File: config.mk
export PLATFORM = sky130hd
export DESIGN_NAME = comp_event_regs
export DESIGN_NICKNAME = d
export VERILOG_FILES = /design/src/comp_evt_pkg.sv /design/src/comp_event_regs.sv /design/src/event_flag_cell.sv
export SDC_FILE = /design/constraint.sdc
export NUM_CORES = 1
export LEC_CHECK = 0
export ABC_AREA = 0
export BUFFER_PORTS_ARGS = -buffer_cell sky130_fd_sc_hd__clkbuf_2
export CORE_ASPECT_RATIO = 1.5
export CORE_MARGIN = 10
export CORE_UTILIZATION = 30
export CTS_CLUSTER_DIAMETER = 30
export CTS_CLUSTER_SIZE = 28
export DETAILED_ROUTE_END_ITERATION = 6
export MAX_ROUTING_LAYER = met4
export PLACE_DENSITY = 0.61
export REMOVE_ABC_BUFFERS = 1
export SYNTH_ARGS = -nofsm -noshare
export SYNTH_HDL_FRONTEND = slang
export SYNTH_SLANG_ARGS = --single-unit
File: constraint.sdc
create_clock -name clk_i -period 2 [get_ports clk_i]
set_clock_uncertainty 0.1 [all_clocks]
set_input_delay 0.1 -clock clk_i [delete_from_list [all_inputs] [get_ports clk_i]]
set_output_delay 0.1 -clock clk_i [all_outputs]
set_load 0.05 [all_outputs]
File: src/comp_evt_pkg.sv
// Register map, field positions and reset values for the comparator event register bank
package comp_evt_pkg;
    localparam logic [11:0] OFS_UP_FLAG = 12'h108;
    localparam logic [11:0] OFS_CROSS_FLAG = 12'h10c;
    localparam logic [11:0] OFS_EVT_STATUS = 12'h110;
    localparam logic [11:0] OFS_LINK_CFG = 12'h200;
    localparam logic [11:0] OFS_IRQ_MASK = 12'h300;
    localparam logic [11:0] OFS_RESULT = 12'h400;
    // Bit positions shared by the status and mask layouts
    localparam int EV_READY = 0;
    localparam int EV_DOWN = 1;
    localparam int EV_UP = 2;
    localparam int EV_CROSS = 3;
    localparam int NUM_EV = 4;
    // Bit positions of the event-to-task link field
    localparam int LK_READY_SAMPLE = 0;
    localparam int LK_READY_STOP = 1;
    localparam int LK_DOWN_STOP = 2;
    localparam int LK_UP_STOP = 3;
    localparam int LK_EITHER_STOP = 4;
    localparam int NUM_LK = 5;
    localparam logic [4:0] LINK_CFG_RST = 5'h00;
    localparam logic [3:0] IRQ_MASK_RST = 4'h0;
    localparam logic RESULT_RST = 1'h0;
    typedef enum logic {ST_IDLE, ST_RUN} run_state_t;
endpackage

File: src/comp_event_regs.sv
// Comparator event flags, event-to-task links, interrupt mask and register port
// Behaviour
// - Ready event triggers the sample task when the first link bit is set.
// - Ready event triggers the stop task when the second link bit is set.
// - Downward crossing triggers the stop task when the third link bit is set.
// - Upward crossing triggers the stop task when the fourth link bit is set.
// - Either-direction crossing triggers stop when fifth bit set; links reset to zero.
// - Ready event reaches the interrupt only while its mask bit is one.
// - Downward crossing interrupts only while its mask bit is one; bit read/write.
// - Upward crossing interrupts only while its mask bit is one.
// - Crossing interrupt gated by its mask bit; whole mask resets to zero.
// - Ready event fires once started and comparator output becomes valid.
// - Sample task, including the linked one, latches the comparator decision.
module comp_event_regs
    import comp_evt_pkg::*;
(
    input wire logic clk_i,
    input wire logic rst_n_i,
    input wire logic [11:0] addr_i,
    input wire logic [31:0] wdata_i,
    input wire logic wr_i,
    input wire logic rd_i,
    output logic [31:0] rdata_o,
    input wire logic start_task_i,
    input wire logic stop_task_i,
    input wire logic sample_task_i,
    input wire logic comp_out_i,
    input wire logic comp_valid_i,
    output logic sample_task_o,
    output logic stop_task_o,
    output logic running_o,
    output logic result_o,
    output logic irq_o
);
    logic cmp_s1;
    logic cmp_s2;
    logic cmp_q;
    logic vld_s1;
    logic vld_s2;
    logic vld_q;
    run_state_t state;
    run_state_t next_state;
    logic [NUM_LK-1:0] event_task_link_cfg;
    logic [NUM_EV-1:0] irq_enable_mask;
    logic [NUM_EV-1:0] flags;
    logic [NUM_EV-1:0] evt;
    logic [NUM_EV-1:0] clr;
    logic [31:0] next_rdata;

    // Register address decode
    function automatic logic hit(input logic [11:0] a, input logic [11:0] ofs);
        hit = (a == ofs);
    endfunction

    wire wr_up = wr_i && hit(addr_i, OFS_UP_FLAG);
    wire wr_cross = wr_i && hit(addr_i, OFS_CROSS_FLAG);
    wire wr_status = wr_i && hit(addr_i, OFS_EVT_STATUS);
    wire wr_link = wr_i && hit(addr_i, OFS_LINK_CFG);
    wire wr_mask = wr_i && hit(addr_i, OFS_IRQ_MASK);
    wire run = (state == ST_RUN);

    // Both analog levels cross into the clock domain through two flops
    always_ff @(posedge clk_i) begin
        if (!rst_n_i) begin
            cmp_s1 <= 1'b0;
            cmp_s2 <= 1'b0;
            vld_s1 <= 1'b0;
            vld_s2 <= 1'b0;
        end else begin
            cmp_s1 <= comp_out_i;
            cmp_s2 <= cmp_s1;
            vld_s1 <= comp_valid_i;
            vld_s2 <= vld_s1;
        end
    end

    // Edge history taken only from the second synchroniser stage
    always_ff @(posedge clk_i) begin
        if (!rst_n_i) begin
            cmp_q <= 1'b0;
            vld_q <= 1'b0;
        end else begin
            cmp_q <= cmp_s2;
            vld_q <= vld_s2;
        end
    end

    // Event detection; crossings only count while running with a valid output
    assign evt[EV_READY] = run && vld_s2 && !vld_q;
    assign evt[EV_UP] = run && vld_s2 && vld_q && cmp_s2 && !cmp_q;
    assign evt[EV_DOWN] = run && vld_s2 && vld_q && !cmp_s2 && cmp_q;
    assign evt[EV_CROSS] = evt[EV_UP] || evt[EV_DOWN];

    // Task links: combinational so the task fires in the event's own cycle
    assign sample_task_o = sample_task_i
        || (evt[EV_READY] && event_task_link_cfg[LK_READY_SAMPLE]);
    assign stop_task_o = stop_task_i
        || (evt[EV_READY] && event_task_link_cfg[LK_READY_STOP])
        || (evt[EV_DOWN] && event_task_link_cfg[LK_DOWN_STOP])
        || (evt[EV_UP] && event_task_link_cfg[LK_UP_STOP])
        || (evt[EV_CROSS] && event_task_link_cfg[LK_EITHER_STOP]);

    // Run state; a stop in the same cycle as a start wins, leaving it idle
    always_comb begin
        next_state = state;
        case (state)
            ST_IDLE: begin
                if (start_task_i && !stop_task_o) begin
                    next_state = ST_RUN;
                end
            end
            ST_RUN: begin
                if (stop_task_o) begin
                    next_state = ST_IDLE;
                end
            end
            default: begin
                next_state = ST_IDLE;
            end
        endcase
    end

    always_ff @(posedge clk_i) begin
        if (!rst_n_i) begin
            state <= ST_IDLE;
        end else begin
            state <= next_state;
        end
    end
    assign running_o = run;

    // Decision captured on every sample task
    always_ff @(posedge clk_i) begin
        if (!rst_n_i) begin
            result_o <= RESULT_RST;
        end else if (sample_task_o) begin
            result_o <= cmp_s2;
        end
    end

    // Link field and interrupt mask, both cleared by reset
    always_ff @(posedge clk_i) begin
        if (!rst_n_i) begin
            event_task_link_cfg <= LINK_CFG_RST;
            irq_enable_mask <= IRQ_MASK_RST;
        end else begin
            if (wr_link) begin
                event_task_link_cfg <= wdata_i[NUM_LK-1:0];
            end
            if (wr_mask) begin
                irq_enable_mask <= wdata_i[NUM_EV-1:0];
            end
        end
    end

    // Clears: writing 0 to a flag word, or writing 1 to a status bit
    assign clr[EV_READY] = wr_status && wdata_i[EV_READY];
    assign clr[EV_DOWN] = wr_status && wdata_i[EV_DOWN];
    assign clr[EV_UP] = (wr_up && !wdata_i[0]) || (wr_status && wdata_i[EV_UP]);
    assign clr[EV_CROSS] = (wr_cross && !wdata_i[0]) || (wr_status && wdata_i[EV_CROSS]);

    // One sticky flag per event
    genvar g;
    generate
        for (g = 0; g < NUM_EV; g++) begin : g_flag
            event_flag_cell u_flag (
                .clk_i(clk_i),
                .rst_n_i(rst_n_i),
                .set_i(evt[g]),
                .clr_i(clr[g]),
                .flag_o(flags[g])
            );
        end
    endgenerate

    // Level interrupt while any enabled flag stands
    assign irq_o = |(flags & irq_enable_mask);

    // Word views of the two flags that have registers of their own
    wire upward_crossing_flag = flags[EV_UP];
    wire any_crossing_flag = flags[EV_CROSS];

    // Read mux; unmapped addresses read as zero
    always_comb begin
        next_rdata = 32'h0000_0000;
        if (hit(addr_i, OFS_UP_FLAG)) begin
            next_rdata[0] = upward_crossing_flag;
        end else if (hit(addr_i, OFS_CROSS_FLAG)) begin
            next_rdata[0] = any_crossing_flag;
        end else if (hit(addr_i, OFS_EVT_STATUS)) begin
            next_rdata[NUM_EV-1:0] = flags;
        end else if (hit(addr_i, OFS_LINK_CFG)) begin
            next_rdata[NUM_LK-1:0] = event_task_link_cfg;
        end else if (hit(addr_i, OFS_IRQ_MASK)) begin
            next_rdata[NUM_EV-1:0] = irq_enable_mask;
        end else if (hit(addr_i, OFS_RESULT)) begin
            next_rdata[0] = result_o;
        end
    end

    // Read data stands only in the cycle after the strobe
    always_ff @(posedge clk_i) begin
        if (!rst_n_i) begin
            rdata_o <= 32'h0000_0000;
        end else if (rd_i) begin
            rdata_o <= next_rdata;
        end else begin
            rdata_o <= 32'h0000_0000;
        end
    end

    // Checks on the links, mask, flags and result capture
    property p_ready_sample;
        @(posedge clk_i) disable iff (!rst_n_i)
        evt[EV_READY] && event_task_link_cfg[LK_READY_SAMPLE] |-> sample_task_o;
    endproperty
    a_ready_sample: assert property (p_ready_sample) else $error("ready link no sample");

    property p_ready_stop;
        @(posedge clk_i) disable iff (!rst_n_i)
        evt[EV_READY] && event_task_link_cfg[LK_READY_STOP] |-> stop_task_o ##1 !running_o;
    endproperty
    a_ready_stop: assert property (p_ready_stop) else $error("ready link no stop");

    property p_down_stop;
        @(posedge clk_i) disable iff (!rst_n_i)
        evt[EV_DOWN] && event_task_link_cfg[LK_DOWN_STOP] |=> !running_o;
    endproperty
    a_down_stop: assert property (p_down_stop) else $error("down link no stop");

    property p_up_stop;
        @(posedge clk_i) disable iff (!rst_n_i)
        evt[EV_UP] && event_task_link_cfg[LK_UP_STOP] |=> !running_o;
    endproperty
    a_up_stop: assert property (p_up_stop) else $error("up link no stop");

    property p_no_spurious_stop;
        @(posedge clk_i) disable iff (!rst_n_i)
        stop_task_o && !stop_task_i |-> |(event_task_link_cfg);
    endproperty
    a_no_spurious_stop: assert property (p_no_spurious_stop) else $error("stop w/o link");

    property p_link_reset;
        @(posedge clk_i) $rose(rst_n_i) |-> event_task_link_cfg == LINK_CFG_RST;
    endproperty
    a_link_reset: assert property (p_link_reset) else $error("links not reset");

    property p_ready_irq;
        @(posedge clk_i) disable iff (!rst_n_i)
        evt[EV_READY] && irq_enable_mask[EV_READY] && !wr_mask |=> irq_o;
    endproperty
    a_ready_irq: assert property (p_ready_irq) else $error("ready irq missing");

    property p_mask_write;
        @(posedge clk_i) disable iff (!rst_n_i)
        wr_mask |=> irq_enable_mask == $past(wdata_i[NUM_EV-1:0]);
    endproperty
    a_mask_write: assert property (p_mask_write) else $error("mask not written");

    property p_up_irq;
        @(posedge clk_i) disable iff (!rst_n_i)
        evt[EV_UP] && irq_enable_mask[EV_UP] && !wr_mask |=> irq_o;
    endproperty
    a_up_irq: assert property (p_up_irq) else $error("up irq missing");

    property p_mask_reset;
        @(posedge clk_i) $rose(rst_n_i) |-> irq_enable_mask == IRQ_MASK_RST && !irq_o;
    endproperty
    a_mask_reset: assert property (p_mask_reset) else $error("mask not reset");

    property p_ready_event;
        @(posedge clk_i) disable iff (!rst_n_i)
        run && $rose(vld_s2) |=> flags[EV_READY];
    endproperty
    a_ready_event: assert property (p_ready_event) else $error("ready not flagged");

    property p_sample_latch;
        @(posedge clk_i) disable iff (!rst_n_i)
        sample_task_o |=> result_o == $past(cmp_s2);
    endproperty
    a_sample_latch: assert property (p_sample_latch) else $error("result not latched");

    property p_set_wins;
        @(posedge clk_i) disable iff (!rst_n_i)
        evt[EV_UP] |=> flags[EV_UP] && flags[EV_CROSS];
    endproperty
    a_set_wins: assert property (p_set_wins) else $error("up flag lost");

    property p_cross_clear;
        @(posedge clk_i) disable iff (!rst_n_i)
        clr[EV_CROSS] && !evt[EV_CROSS] |=> !flags[EV_CROSS];
    endproperty
    a_cross_clear: assert property (p_cross_clear) else $error("cross flag not cleared");

    // Covers for linked and software tasks, a stop meeting a start, and the interrupt
    c_linked_sample: cover property (@(posedge clk_i) disable iff (!rst_n_i)
        evt[EV_READY] && event_task_link_cfg[LK_READY_SAMPLE]);
    c_either_to_halt_link: cover property (@(posedge clk_i) disable iff (!rst_n_i)
        evt[EV_CROSS] && event_task_link_cfg[LK_EITHER_STOP]);
    c_sw_sample: cover property (@(posedge clk_i) disable iff (!rst_n_i) sample_task_i);
    c_stop_beats_start: cover property (@(posedge clk_i) disable iff (!rst_n_i)
        !run && start_task_i && stop_task_i);
    c_irq: cover property (@(posedge clk_i) disable iff (!rst_n_i) $rose(irq_o));
endmodule

File: src/event_flag_cell.sv
// One sticky event flag where a hardware set always beats a software clear
module event_flag_cell (
    input wire logic clk_i,
    input wire logic rst_n_i,
    input wire logic set_i,
    input wire logic clr_i,
    output logic flag_o
);
    // Set is checked first so an event in the clearing cycle is kept
    always_ff @(posedge clk_i) begin
        if (!rst_n_i) begin
            flag_o <= 1'b0;
        end else if (set_i) begin
            flag_o <= 1'b1;
        end else if (clr_i) begin
            flag_o <= 1'b0;
        end
    end
endmodule
==> flow_metrics.env, run 1 <==
export IMPL_status="completed"
export IMPL_hold_viol_final=0
export IMPL_cap_violations=0
export IMPL_maxSlewViolCount=0
export IMPL_h_tree_depth=1
export IMPL_yosysWarnings=0
export IMPL_via_per_inst=4.558
export IMPL_syn_inst=160
export IMPL_rsz0062_at_grt="no"
export IMPL_syn_avg_cell_area_sq_um=9.447
export IMPL_synth_async_reset_ratio=0
export IMPL_min_period_ns=1.846
export IMPL_p_per_area_nw_per_um2=618.7
export IMPL_cts_path_max_buffers=2
export IMPL_critPathMaxStageDelay_ns=0.41
export IMPL_synth_flop_cell="dfxtp_1"
export IMPL_insertion_delay_ns=0.27
export IMPL_power_w=0.001081
export IMPL_synth_area_sq_um=1511
export IMPL_setup_violations=0
export IMPL_coreArea_sq_um=4848
export IMPL_synth_edf_count=0
export IMPL_grt_ovfl_total=0
export IMPL_instances_no_fill=265
export IMPL_antenna_found_initial=0
export IMPL_final_setup_tns_ns=0
export IMPL_hp_class="in2reg"
export IMPL_fin_area_sq_um=1748
export IMPL_post_cts_repair_setup_buffers=0
export IMPL_leakagePower_nw=0.7586
export IMPL_area_delta_synth_final_pct=15.65
export IMPL_initial_core_util=0.3117
export IMPL_critPathMaxFanout=7
export IMPL_post_route_drc_count=0
export IMPL_arrival_ns=1.65
export IMPL_grt_pass1_vias=1316
export IMPL_clk_pin_slew_worst_paths_ns=0.08
export IMPL_cts_tree="yes"
export IMPL_drt_iter0_drc=59
export IMPL_drive_gt1_frac=0.2714
export IMPL_vdd_drop_max_mv=0.4578
export IMPL_path_cells="nor2b_1, a211o_1, a221o_1, clkbuf_2"
export IMPL_die_x_um=77.96
export IMPL_tritoncts_num_sinks=26
export IMPL_yosys_area_top_type_share=0.3444
export IMPL_die_h_um=106.9
export IMPL_synth_cell_types=45
export IMPL_yosysSeqAreaShare=0.3444
export IMPL_io_pins=90
export IMPL_crit_type="reg2out"
export IMPL_cp_start_kind="register"
export IMPL_worstPathRequired_ns=1.80
export IMPL_track_usage=0.09083
export IMPL_post_dp_cell_area_sq_um=1642
export IMPL_portBuffers=35
export IMPL_period_share=0.9228
export IMPL_synth_top_area_cell="dfxtp_1"
export IMPL_num_antenna_cells=0
export IMPL_grt_pass1_wl_um=6078
export IMPL_core_rowCount=31
export IMPL_max_freq_mhz=541.9
export IMPL_antenna_left=0
export IMPL_drtPass1Iterations=4
export IMPL_hpwl_um=3091
export IMPL_num_vias=1208
export IMPL_routed_wl_um=3665
export IMPL_dp_cells=256
export IMPL_die_area_sq_um=8336
export IMPL_pre_cts_ws_ns=0.1318
export IMPL_ys_ff_latch=26
export IMPL_grt_start_max_net_pins=23
export IMPL_place_congestion=0.8411
export IMPL_clock_root_buffer="clkbuf_8"
export IMPL_wl_per_cell_um=13.83
export IMPL_fin_nets=253
export IMPL_cpMaxStageDelayCell="dfxtp_2"
export IMPL_setup_ws_ns=0.1545
export IMPL_cts_buffers=3
export IMPL_crit_path_end_kind="output pin"
export IMPL_synthTopCellsByArea="dfxtp_1, buf_4, mux2i_1"
==> worst paths after layout <==
path	from	to	slack, ns	cells after the start
max reg2reg	result_o	rdata_o[0]	0.61	4
max	cmp_s2	stop_task_o	0.15	4
min	wdata_i[1]	event_task_link_cfg[1]	0.03	3
min reg2reg	cmp_s1	cmp_s2	0.34	1
==> critical path: cells and delay by family, from the launching register on <==
kind	cells	cell delay (ns)
flip-flops	1	0.41
AO/OA/AOI/OAI	2	0.65
buffers and inverters	1	0.25
AND/OR/NAND/NOR	1	0.07
==> through the flow <==
step,hold WS [ns],util
after detailed placement,0.2128,0.3386
after CTS,0.01989,0.3603
after global routing,0.05434,0.3605
after global placement,0.2048,0.3386
final,0.02813,0.3605
after floorplan,0.07570,-
==> kinds of logic after synthesis <==
family                 Yosys count  share of synthesized area
flip-flops                      26                     0.3444
multiplexers                    14                    0.09437
AND/OR/NAND/NOR                 58                     0.2641
AO/OA/AOI/OAI                   24                     0.1176
other                            1                   0.002481
buffers and inverters           36                     0.1714
XOR/XNOR                         1                   0.005796
==> repair_timing <==
| action | in CTS | in global routing |
|---|---|---|
| hold endpoints to repair | 5 | 0 |
| hold buffers | 5 | 0 |
| gates resized for setup | 0 | 1 |
| setup endpoints to repair | 0 | 1 |
==> power by group <==
part	internal, W	switching (W)	total (W)
logic	0.0000505	0.000172	0.000222
registers	0.000524	0.00000467	0.000529
clock network	0.000176	0.000154	0.000330
total	0.000750	0.000331	0.00108
==> per-layer routing <==
metal / wire, um / vias up / GRT usage
li1: - / 597 / -
met1: 1501 / 554 / 0.09475
met2: 1790 / 51 / 0.1522
met3: 296 / 6 / 0.03261
met4: 77 / 0 / 0.03728
met5: 0 / - / -
==> placed cells by master, fill, tap and decap left out, types with 4 or more instances in the layout <==
master / netlist / final
conb_1: 1 / 27
o21a_1: 4 / 4
nor2_1: 6 / 6
clkbuf_8: 0 / 4
buf_4: 27 / 4
nand2_1: 5 / 5
clkbuf_2: 0 / 35
mux2i_1: 12 / 12
dlygate4sd3_1: 0 / 5
dfxtp_1: 26 / 25
and2_1: 6 / 6
nor2b_1: 11 / 11
==> cells in the mapped netlist (2+ instances only) <==
cell,count
and2_1,6
or3_1,2
o41ai_1,2
nor3_1,2
nor2b_1,11
a32oi_1,2
dfxtp_1,26
or3b_2,2
nor4_1,2
o21a_1,4
buf_6,3
nand3b_1,3
mux2i_1,12
nand3_1,2
a22oi_1,3
or4_4,2
mux2_2,2
a21boi_1,2
or4bb_1,2
buf_4,27
nor2_1,6
clkbuf_1,5
o21ai_0,2
a21oi_1,3
nand2_1,5
nor3b_1,3
==> flip-flops by register name (all words and copies together) (netlist names) <==
| register | flops |
|---|---|
| rdata_o | 5 |
| running_o | 1 |
| g_flag.u_flag.flag_o | 4 |
| result_o | 1 |
| cmp_q | 1 |
| vld_s1 | 1 |
| cmp_s1 | 1 |
| cmp_s2 | 1 |
| vld_s2 | 1 |
| irq_enable_mask | 4 |
| event_task_link_cfg | 5 |
| vld_q | 1 |
==> area by class of cell <==
class / count / area (sq um)
Clock buffer: 4 / 55.05
Fill cell: 525 / 3100
Inverter: 1 / 3.754
Multi-Input combinational cell: 124 / 829.5
Sequential cell: 26 / 521.8
Tap cell: 66 / 82.58
Timing Repair Buffer: 44 / 255.2
Power figures use the tool's default switching activity.
==> run 2: changes to the inputs <==
Settings changed: ABC_AREA 0 to 1, GPL_ROUTABILITY_DRIVEN set to 1, PLACE_DENSITY 0.61 to 0.62.
==> run 2 against run 1 <==
Non-clock buffer count down 5. Total power shrank 0.27%. Combinational power decreased by 5%. Largest power group unchanged. Via count rose by 5.0%. Critical path depth up 3.
==> flow_metrics.env, run 2 <==
export IMPL_status="completed"
export IMPL_grt_pass1_wl_um=5865
export IMPL_area_delta_synth_final_pct=16.97
export IMPL_setup_violations=0
export IMPL_worstPathRequired_ns=1.80
export IMPL_num_vias=1268
export IMPL_yosysWarnings=0
export IMPL_cap_violations=0
export IMPL_synthTopCellsByCount="nand2_1, inv_1, buf_4"
export IMPL_clk_pin_slew_worst_paths_ns=0.09
export IMPL_cts_buffers=3
export IMPL_largest_registers="event_task_link_cfg x5, rdata_o x5"
export IMPL_vdd_drop_max_mv=0.3806
export IMPL_leakagePower_nw=0.8314
export IMPL_grt_pass1_vias=1325
export IMPL_via_per_inst=4.090
export IMPL_layout_common_cells="nand2_1, clkbuf_2, inv_1"
export IMPL_arrival_ns=1.56
export IMPL_synth_cell_types=23
export IMPL_grt_ovfl_total=0
export IMPL_synthTopCellsByArea="dfxtp_1, buf_4, nand2_1"
export IMPL_core_rowCount=30
export IMPL_coreArea_sq_um=4542
export IMPL_cp_start_kind="register"
export IMPL_die_h_um=104.3
export IMPL_syn_avg_cell_area_sq_um=6.940
export IMPL_synth_async_reset_ratio=0
export IMPL_clock_root_buffer="clkbuf_8"
export IMPL_critPathMaxStageDelay_ns=0.39
export IMPL_die_x_um=76.23
export IMPL_post_cts_repair_setup_buffers=0
export IMPL_post_route_drc_count=0
export IMPL_wl_per_cell_um=11.07
export IMPL_synth_edf_count=0
export IMPL_hpwl_um=2869
export IMPL_hp_class="in2reg"
export IMPL_io_pins=90
export IMPL_drive_gt1_frac=0.2073
export IMPL_insertion_delay_ns=0.27
export IMPL_tritoncts_num_sinks=26
export IMPL_whs_ns=0.005642
export IMPL_crit_buf_inv=2
export IMPL_crit_path_end_kind="output pin"
export IMPL_syn_inst=205
export IMPL_place_congestion=0.8444
export IMPL_synth_flop_cell="dfxtp_1"
export IMPL_drt_iter0_drc=35
export IMPL_yosysSeqAreaShare=0.3659
export IMPL_hold_viol_final=0
export IMPL_track_usage=0.08916
export IMPL_num_antenna_cells=0
export IMPL_p_per_area_nw_per_um2=648.1
export IMPL_fin_nets=300
export IMPL_cts_path_max_buffers=2
export IMPL_min_period_ns=1.765
export IMPL_yosysMostFrequentCell="nand2_1"
export IMPL_routed_wl_um=3432
export IMPL_antenna_left=0
export IMPL_grt_start_max_net_pins=18
export IMPL_period_share=0.8823
export IMPL_setup_ws_ns=0.2353
export IMPL_rsz0062_at_grt="no"
export IMPL_drtPass1Iterations=4
export IMPL_synth_area_sq_um=1423
export IMPL_cpMaxStageDelayCell="dfxtp_1"
export IMPL_maxSlewViolCount=0
export IMPL_cpLargestDelayFamily="buffers and inverters"
export IMPL_cts_hold_buf=4
export IMPL_initial_core_util=0.3132
export IMPL_yosys_area_top_type_share=0.3659
export IMPL_crit_type="reg2out"
export IMPL_portBuffers=35
export IMPL_cts_resized=0
export IMPL_h_tree_depth=1
export IMPL_path_cells="nand3_1, inv_1, nand3_1, nand2_1, nand2_1, o211ai_1, clkbuf_2"
export IMPL_ys_ff_latch=26
export IMPL_cts_tree="yes"
export IMPL_die_area_sq_um=7953
export IMPL_synth_top_area_cell="dfxtp_1"
export IMPL_pre_cts_ws_ns=0.5525
export IMPL_antenna_found_initial=0
export IMPL_max_freq_mhz=566.7
export IMPL_critPathMaxFanout=4
-- run 2: kinds of logic after synthesis --
family | count (synthesis) | synth area share
simple gates | 81 | 0.2630
buf+inv | 63 | 0.2383
compound gates | 34 | 0.1302
flops | 26 | 0.3659
other cells | 1 | 0.002636
-- run 2: final cells by class --
cell class	count	area [sq um]
fill	502	2878
multi-input combinational	142	660.6
sequential	26	520.5
timing repair buffer	39	215.2
inverter	35	132.6
tap	64	80.08
clock buffer	4	55.05
-- run 2: worst register-to-register path, stage by stage (launching register included) --
cell      delay, ns
dfxtp_1        0.39
nand3_1        0.09
inv_1          0.07
nand3_1        0.11
nand2_1        0.11
nand2_1        0.06
o211ai_1       0.13
nor2_1         0.06
-- run 2: stage by stage --
stage	utilization	instance area [sq um]	TNS, ns	total power, W	std cells
global placement	0.3455	1569	0	0.0007431	302
finish	0.3664	1664	0	0.001078	310
detailed placement	0.3455	1569	0	0.0007446	302
CTS	0.3664	1664	0	0.001088	310
floorplan	-	1314	-0.1681	0.0006967	203
global route	0.3664	1664	0	0.001128	310
-- run 2: where the power goes --
part	total [W]	internal, W	switching, W
combinational	0.000211	0.0000378	0.000173
clock	0.000339	0.000176	0.000163
sequential	0.000529	0.000525	0.00000413
total	0.00108	0.000738	0.000340
-- run 2: final timing paths --
path | end | depth (start not counted) | slack (ns) | start
worst min register to register | vld_s2 | 2 | 0.32 | vld_s1
worst max-delay path | stop_task_o | 7 | 0.24 | running_o
worst min-delay path | event_task_link_cfg[4] | 3 | 0.006 | wdata_i[4]
worst max register to register | running_o | 7 | 0.77 | running_o
-- run 2: layer usage --
metal	GRT usage	vias up	wire length (um)
met5	-	-	0
met4	0.02800	0	21
met3	0.03114	2	272
met2	0.1596	43	1806
met1	0.08759	551	1332
li1	-	672	-
